### src/rtl/plm_consts.svh
// Constants of the link and 10/100 mode control register pair.
// Assumes inclusion by bare name from the package and the register bank.
`ifndef PLM_CONSTS_SVH
`define PLM_CONSTS_SVH
// ==========================================
// Register indices on the management port
`define PLM_IDX_LINK_CTRL 5'h10
`define PLM_IDX_TH_MODE 5'h11
// ==========================================
// Link control field positions
`define PLM_LC_SPD_ATT_HI 9
`define PLM_LC_SPD_ATT_LO 8
`define PLM_LC_BRK_TH_HI 5
`define PLM_LC_BRK_TH_LO 4
`define PLM_LC_BRK_EN 3
`define PLM_LC_PWR_DIS 2
`define PLM_LC_LOGIC_RST 0
// ==========================================
// 10/100 mode control/status field positions
`define PLM_TM_ED_SHORT 15
`define PLM_TM_FAST_TEN 14
`define PLM_TM_EDPD_EN 13
`define PLM_TM_EDPD_NLP 12
`define PLM_TM_SPD_OPT_EN 7
`define PLM_TM_NP_EN 6
`define PLM_TM_XOVER_DIS 5
`define PLM_TM_AUTO_NP_DIS 4
`define PLM_TM_ENERGY 1
`define PLM_TM_SEMI_XOVER 0
// ==========================================
// Writable masks and reset values
`define PLM_LC_WMASK 16'h033d
`define PLM_TM_WMASK 16'hf0f1
`define PLM_LC_RESET 16'h0020
`define PLM_TM_RESET 16'h0040
`define PLM_ENERGY_HW_RESET 1'b1
// ==========================================
// Idle error counter
`define PLM_IERR_WIDTH 8
`endif

### src/rtl/plm_pkg.sv
// Types shared by the link mode control register bank.
// Assumes the constants header sits beside it on the include path.
`default_nettype none
package plm_pkg;
`include "plm_consts.svh"
  // ==========================================
  // Register images
  typedef logic [15:0] plm_word_t;
  typedef logic [4:0] plm_index_t;
  // ==========================================
  // State of the register bank
  typedef struct packed {
    plm_word_t link_ctrl;
    plm_word_t th_mode;
    logic energy_meta;
    logic energy_sync;
    logic energy_present;
    logic sw_reset_seen;
    logic core_logic_reset;
    plm_word_t rd_data;
    logic rd_ack;
    logic energy_change_set;
    logic link_fail;
  } plm_bank_t;
  // ==========================================
  // State of the idle error counter
  typedef struct packed {
    logic [`PLM_IERR_WIDTH-1:0] count;
  } plm_ierr_t;
endpackage
`default_nettype wire
### src/rtl/plm_ierr_if.sv
// Carrier between the register bank and its idle error counter.
// Assumes both ends run on the same clock.
`include "plm_consts.svh"
`default_nettype none
interface plm_ierr_if;
  // Error event and clear request from the bank
  logic err_pulse;
  logic clear;
  // Count back to the bank
  logic [`PLM_IERR_WIDTH-1:0] count;
  logic saturated;
  modport bank (output err_pulse, output clear, input count, input saturated);
  modport cnt (input err_pulse, input clear, output count, output saturated);
endinterface
`default_nettype wire

### src/rtl/plm_idle_err_cnt.sv
// Saturating idle error counter with synchronous clear.
// Assumes its error pulses come from logic on the same clock.
`include "plm_consts.svh"
`default_nettype none
module plm_idle_err_cnt
  import plm_pkg::*;
(
  // Clock and reset
  input wire logic clk,
  input wire logic rst,
  // Link to the register bank
  plm_ierr_if.cnt ierr
);
  import plm_pkg::*;
  localparam logic [`PLM_IERR_WIDTH-1:0] CNT_MAX = '1;
  plm_ierr_t st_q;
  plm_ierr_t st_d;
  // ==========================================
  // Next count: clear first, then saturating increment
  always_comb
  begin
    st_d = st_q;
    if (ierr.clear)
    begin
      st_d.count = '0;
    end
    else if (ierr.err_pulse && st_q.count != CNT_MAX)
    begin
      st_d.count = st_q.count + 1'b1;
    end
  end
  // ==========================================
  // State register
  always_ff @(posedge clk or posedge rst)
  begin
    if (rst)
    begin
      st_q <= '0;
    end
    else
    begin
      st_q <= st_d;
    end
  end
  // Outputs
  assign ierr.count = st_q.count;
  assign ierr.saturated = (st_q.count == CNT_MAX);
endmodule
`default_nettype wire

### src/rtl/plm_link_mode_regs.sv
// Link control and 10/100 mode control/status registers of the transceiver.
// Assumes a management engine on clk drives the register port, and that
// hardware reset arrives on rst and software reset as a one-cycle pulse.
`include "plm_consts.svh"
`default_nettype none
module plm_link_mode_regs
  import plm_pkg::*;
(
  // Clock and hardware reset
  input wire logic clk,
  input wire logic rst,
  // Software reset pulse from the basic control register
  input wire logic sw_reset,
  // Management register port
  input wire plm_pkg::plm_index_t mgmt_index,
  input wire logic mgmt_wr,
  input wire logic mgmt_rd,
  input wire plm_pkg::plm_word_t mgmt_wdata,
  output logic mgmt_rd_ack,
  output plm_pkg::plm_word_t mgmt_rdata,
  // Idle error counter access
  input wire logic idle_err_pulse,
  input wire logic idle_err_count_read,
  output logic [`PLM_IERR_WIDTH-1:0] idle_err_count,
  // Idle error rate monitor, one flag per threshold code
  input wire logic [3:0] idle_err_rate_over,
  output logic link_fail,
  // Energy detector on the line side
  input wire logic line_energy_raw,
  output logic energy_change_irq_flag_set,
  output logic edpd_active,
  output logic edpd_send_nlp,
  output logic energy_detect_short_mode,
  // Core control
  output logic core_logic_reset,
  output logic power_opt_enable,
  output logic ten_meg_test_mode,
  output logic semi_xover_enable,
  // Speed downshift
  output logic downshift_enable,
  output logic [2:0] downshift_attempts,
  // Next pages
  input wire logic adv_next_page,
  output logic next_page_enable,
  output logic next_page_advertise,
  // Crossover
  input wire logic auto_pair01_crossed,
  input wire logic auto_pair23_crossed,
  input wire logic manual_pair01_crossed,
  input wire logic manual_pair23_crossed,
  output logic pair01_crossed,
  output logic pair23_crossed
);
  import plm_pkg::*;

  // ==========================================
  // Helpers

  // Attempts before the advertised speed is lowered
  function automatic logic [2:0] attempts_of(input logic [1:0] code);
    logic [2:0] n;
    n = 3'h7;
    unique case (code)
      2'h0: n = 3'h7;
      2'h1: n = 3'h5;
      2'h2: n = 3'h4;
      2'h3: n = 3'h3;
    endcase
    return n;
  endfunction

  // Register image gated by its writable mask
  function automatic plm_word_t masked_write(input plm_word_t old_v, input plm_word_t new_v,
                                             input plm_word_t mask);
    return (old_v & ~mask) | (new_v & mask);
  endfunction

  plm_bank_t st_q;
  plm_bank_t st_d;
  plm_ierr_if ierr ();

  logic wr_link;
  logic wr_mode;
  logic rd_link;
  logic rd_mode;
  logic [1:0] brk_code;

  // ==========================================
  // Address decode
  assign wr_link = mgmt_wr && (mgmt_index == `PLM_IDX_LINK_CTRL);
  assign wr_mode = mgmt_wr && (mgmt_index == `PLM_IDX_TH_MODE);
  assign rd_link = mgmt_rd && (mgmt_index == `PLM_IDX_LINK_CTRL);
  assign rd_mode = mgmt_rd && (mgmt_index == `PLM_IDX_TH_MODE);
  assign brk_code = st_q.link_ctrl[`PLM_LC_BRK_TH_HI:`PLM_LC_BRK_TH_LO];

  // ==========================================
  // Idle error counter
  // Clears on read, software reset and logic reset; hardware reset is rst
  assign ierr.err_pulse = idle_err_pulse;
  assign ierr.clear = idle_err_count_read || sw_reset || st_q.core_logic_reset;

  plm_idle_err_cnt u_ierr (
    .clk(clk),
    .rst(rst),
    .ierr(ierr)
  );

  // ==========================================
  // Next state of the bank
  always_comb
  begin
    st_d = st_q;
    st_d.rd_ack = 1'b0;
    st_d.energy_change_set = 1'b0;

    // Energy input passes two flops before use
    st_d.energy_meta = line_energy_raw;
    st_d.energy_sync = st_q.energy_meta;

    // Software writes; reserved bits never store
    if (wr_link)
    begin
      st_d.link_ctrl = masked_write(st_q.link_ctrl, mgmt_wdata, `PLM_LC_WMASK);
    end
    if (wr_mode)
    begin
      st_d.th_mode = masked_write(st_q.th_mode, mgmt_wdata, `PLM_TM_WMASK);
    end

    // Logic reset follows the stored bit; a write of 0 or hardware reset clears it
    st_d.core_logic_reset = st_d.link_ctrl[`PLM_LC_LOGIC_RST];

    // Energy-present status follows the line, cleared by software reset
    if (sw_reset)
    begin
      st_d.energy_present = 1'b0;
      st_d.energy_change_set = st_q.energy_present;
    end
    else
    begin
      st_d.energy_present = st_q.energy_sync;
      st_d.energy_change_set = st_q.energy_sync != st_q.energy_present;
    end

    // Link break needs the enable and the selected threshold exceeded
    st_d.link_fail = st_q.link_ctrl[`PLM_LC_BRK_EN] && idle_err_rate_over[brk_code]
                     && !st_q.core_logic_reset;

    // Read data, reserved bits read as zero
    if (rd_link)
    begin
      st_d.rd_data = st_q.link_ctrl & `PLM_LC_WMASK;
      st_d.rd_ack = 1'b1;
    end
    else if (rd_mode)
    begin
      st_d.rd_data = (st_q.th_mode & `PLM_TM_WMASK)
                     | (16'(st_q.energy_present) << `PLM_TM_ENERGY);
      st_d.rd_ack = 1'b1;
    end
    else if (mgmt_rd)
    begin
      st_d.rd_data = 16'h0000;
      st_d.rd_ack = 1'b1;
    end
  end

  // ==========================================
  // State register; hardware reset loads documented defaults
  always_ff @(posedge clk or posedge rst)
  begin
    if (rst)
    begin
      st_q <= '0;
      st_q.link_ctrl <= `PLM_LC_RESET;
      st_q.th_mode <= `PLM_TM_RESET;
      st_q.energy_present <= `PLM_ENERGY_HW_RESET;
    end
    else
    begin
      st_q <= st_d;
    end
  end

  // ==========================================
  // Management answers
  assign mgmt_rd_ack = st_q.rd_ack;
  assign mgmt_rdata = st_q.rd_data;
  assign idle_err_count = ierr.count;

  // ==========================================
  // Energy and power-down controls
  assign energy_change_irq_flag_set = st_q.energy_change_set;
  assign energy_detect_short_mode = st_q.th_mode[`PLM_TM_ED_SHORT];
  assign edpd_active = st_q.th_mode[`PLM_TM_EDPD_EN] && !st_q.energy_present;
  assign edpd_send_nlp = st_q.th_mode[`PLM_TM_EDPD_NLP];

  // ==========================================
  // Core controls
  assign core_logic_reset = st_q.core_logic_reset;
  assign link_fail = st_q.link_fail;
  assign power_opt_enable = !st_q.link_ctrl[`PLM_LC_PWR_DIS];
  assign ten_meg_test_mode = st_q.th_mode[`PLM_TM_FAST_TEN];
  assign semi_xover_enable = st_q.th_mode[`PLM_TM_SEMI_XOVER];

  // ==========================================
  // Speed downshift
  assign downshift_enable = st_q.th_mode[`PLM_TM_SPD_OPT_EN];
  assign downshift_attempts = attempts_of(st_q.link_ctrl[`PLM_LC_SPD_ATT_HI:`PLM_LC_SPD_ATT_LO]);

  // ==========================================
  // Next pages
  assign next_page_enable = st_q.th_mode[`PLM_TM_NP_EN];
  assign next_page_advertise = st_q.th_mode[`PLM_TM_AUTO_NP_DIS] ? adv_next_page
                                                                  : st_q.th_mode[`PLM_TM_NP_EN];

  // ==========================================
  // Crossover: manual selects only count while automatic is disabled
  assign pair01_crossed = st_q.th_mode[`PLM_TM_XOVER_DIS] ? manual_pair01_crossed
                                                           : auto_pair01_crossed;
  assign pair23_crossed = st_q.th_mode[`PLM_TM_XOVER_DIS] ? manual_pair23_crossed
                                                           : auto_pair23_crossed;
endmodule
`default_nettype wire

### config.mk
export PLATFORM = sky130hd
export DESIGN_NAME = plm_link_mode_regs
export DESIGN_NICKNAME = d
export VERILOG_FILES = /design/src/rtl/plm_pkg.sv /design/src/rtl/plm_ierr_if.sv /design/src/rtl/plm_idle_err_cnt.sv /design/src/rtl/plm_link_mode_regs.sv
export VERILOG_INCLUDE_DIRS = /design/src /design/src/rtl
export SDC_FILE = /design/constraint.sdc
export NUM_CORES = 1
export LEC_CHECK = 0
export BUFFER_PORTS_ARGS = -buffer_cell sky130_fd_sc_hd__clkbuf_2
export CELL_PAD_IN_SITES_DETAIL_PLACEMENT = 1
export CELL_PAD_IN_SITES_GLOBAL_PLACEMENT = 2
export CORE_MARGIN = 4
export CORE_UTILIZATION = 30
export DETAILED_ROUTE_END_ITERATION = 8
export PLACE_DENSITY_LB_ADDON = 0.1
export SLEW_MARGIN = 15
export SYNTH_ARGS = -nofsm -noshare
export SYNTH_HDL_FRONTEND = slang
export SYNTH_HIERARCHICAL = 1
export SYNTH_SLANG_ARGS = --single-unit
### constraint.sdc
create_clock -name clk -period 2 [get_ports clk]
set_input_delay 0.4 -clock clk [delete_from_list [all_inputs] [get_ports clk]]
set_output_delay 0.4 -clock clk [all_outputs]
set_load 0.005 [all_outputs]
==> results_dict.tcl <==
set metrics [dict create \
    status "finished, final reports clean" \
    min_period_over_period_pct 80.5 \
    preCtsSetupSlack_ns 0.358 \
    setup-tns-final_ns 0 \
    grt_max_degree 37 \
    p_per_area_nw_per_um2 774 \
    antenna_cells 0 \
    grt_usage_pct 12.8 \
    syn_area_um2 2120 \
    final_hold_viol_count 0 \
    post_cts_buffers 0 \
    slew_violations 0 \
    final_area_um2 2590 \
    overflow 0 \
    period_needed_ns 1.61 \
    final_cell_mix "clkbuf_2 (74), dfrtp_1 (41), mux2_2 (22)" \
    rows 30 \
    die_area_um2 8480 \
    ant_nets 0 \
    chipWidth_um 92.1 \
    grt_pass1_wl_um 8670 \
    cts_resized 0 \
    synth_cells 170 \
    end_kind "flip-flop" \
    core_area_um2 6830 \
    cts_root_buf "clkbuf_8" \
    leakage_uw 0.00129 \
    clockBufferDepth 2 \
    grt_busiest_layer "met2" \
    path_class "reg2reg" \
    cts_made_buffers 5 \
    areaGrowthSynthToFinish_pct 22.4 \
    die_h_um 92.1 \
    clk-insertion-delay-late_ns 0.29 \
    r2r_setup_slack_ns 0.39 \
    numPortBuffers 74 \
    rsz0062_at_grt "false" \
    design_power_total_uw 2010 \
    crit_fanout 6 \
    endpoint "u_ierr/ierr.count[0]" \
    hold_buffers 0 \
    drive_above_1_share_pct 51.5 \
    fmaxAchievable_ghz 0.621 \
    cts_sinks 44 \
    use_met1_pct 18.1 \
    avgSynthCellArea_um2 12.5 \
    r2r-end "u_ierr/ierr.count[0]" \
    drc 0 \
    yosys_warnings 6 \
    met2_usage_pct 18.9 \
    r2r_cells 4 \
    routed_wirelength_um 5140 \
    setup_viol 0 \
    tritoncts "yes" \
    mostFrequentLayoutCell "clkbuf_2" \
    drt_iter0_markers 56 \
    antenna_found_initial 0 \
    placed_area_um2 2490 \
    htree_levels 2 \
    grt_pass1_vias 1696 \
    routedWlPerCell_um 15.5 \
    hpwl_um 3960 \
    vias 1545 \
    maxCapViolations 0 \
    start_util_pct 31.0 \
    clk_pin_slew_worst_paths_ns 0.08 \
    hold_class "in2async" \
    cp.required_ns 2.18 \
    cp-startpoint "u_ierr/ierr.count[0]" \
    ir_drop_v 0.000235 \
    avgViaCountPerCell 4.67 \
    met3_usage_pct 4.35 \
    skew_ns 0.00814 \
    n_fill_cell 799 \
    ioPinCount 80 \
    fin_ws_ns 0.390 \
    cp_data_arrival_time_ns 1.79 \
    routabilityCongestion 0.766 \
    start_kind "flip-flop" \
    dr.pass1.iters 4 \
    r2r_start "u_ierr/ierr.count[0]" \
    fin_nets 275 \
]
power breakdown:
group	switching, uW	internal, uW	leakage [uW]
Clock	297	371	0.0000552
Combinational	131	166	0.000655
Sequential	69.7	974	0.000577
Total	498	1510	0.00129
critical path, stage by stage, from the launching register on:
cell and delay, ns:
dfrtp_1 0.44, ha_1 0.24, and3_1 0.26, a21boi_2 0.25, mux2_4 0.32
state kept, by name, summed over array words and instances, names as in the netlist, 2 cells and up:
signal / cells
u_ierr/ierr.count: 8
brk_code: 2
st_q: 10
mgmt_rdata: 14
how the worst min path moves through the flow:
stage	slack, ns	endpoint
after floorplan	0.22	u_ierr/ierr.count[0]
final	0.04	u_ierr/ierr.count[0]
after global routing	0.05	u_ierr/ierr.count[6]
after detailed placement	0.34	st_q[22]
after global placement	0.34	st_q[22]
after CTS	0.04	u_ierr/ierr.count[5]
layer usage:
layer | vias to the layer above | part of all wire (%)
met4 | 0 | 1.1
met3 | 7 | 6.4
met2 | 56 | 46
li1 | 715 | -
met1 | 767 | 47
met5 | - | 0
cell type report:
cell class              count  area (um^2)  area share, %
clock buffers               6         72.6           2.80
clock inverters             2         35.0           1.35
inverters                  11         41.3           1.59
multi-input cells          93          813           31.3
flip-flops and latches     44         1100           42.6
well taps                  96          120           4.63
repair buffers             79          408           15.7
through the flow:
step / hold WS [ns] / util, % / instances
floorplan: 0.216 / - / 171
global placement: 0.343 / 36.4 / 323
detailed placement: 0.337 / 36.4 / 323
CTS: 0.0400 / 38.0 / 331
global route: 0.0458 / 38.0 / 331
finish: 0.0411 / 38.0 / 331
Note: power is estimated with default switching activity, not from simulation.
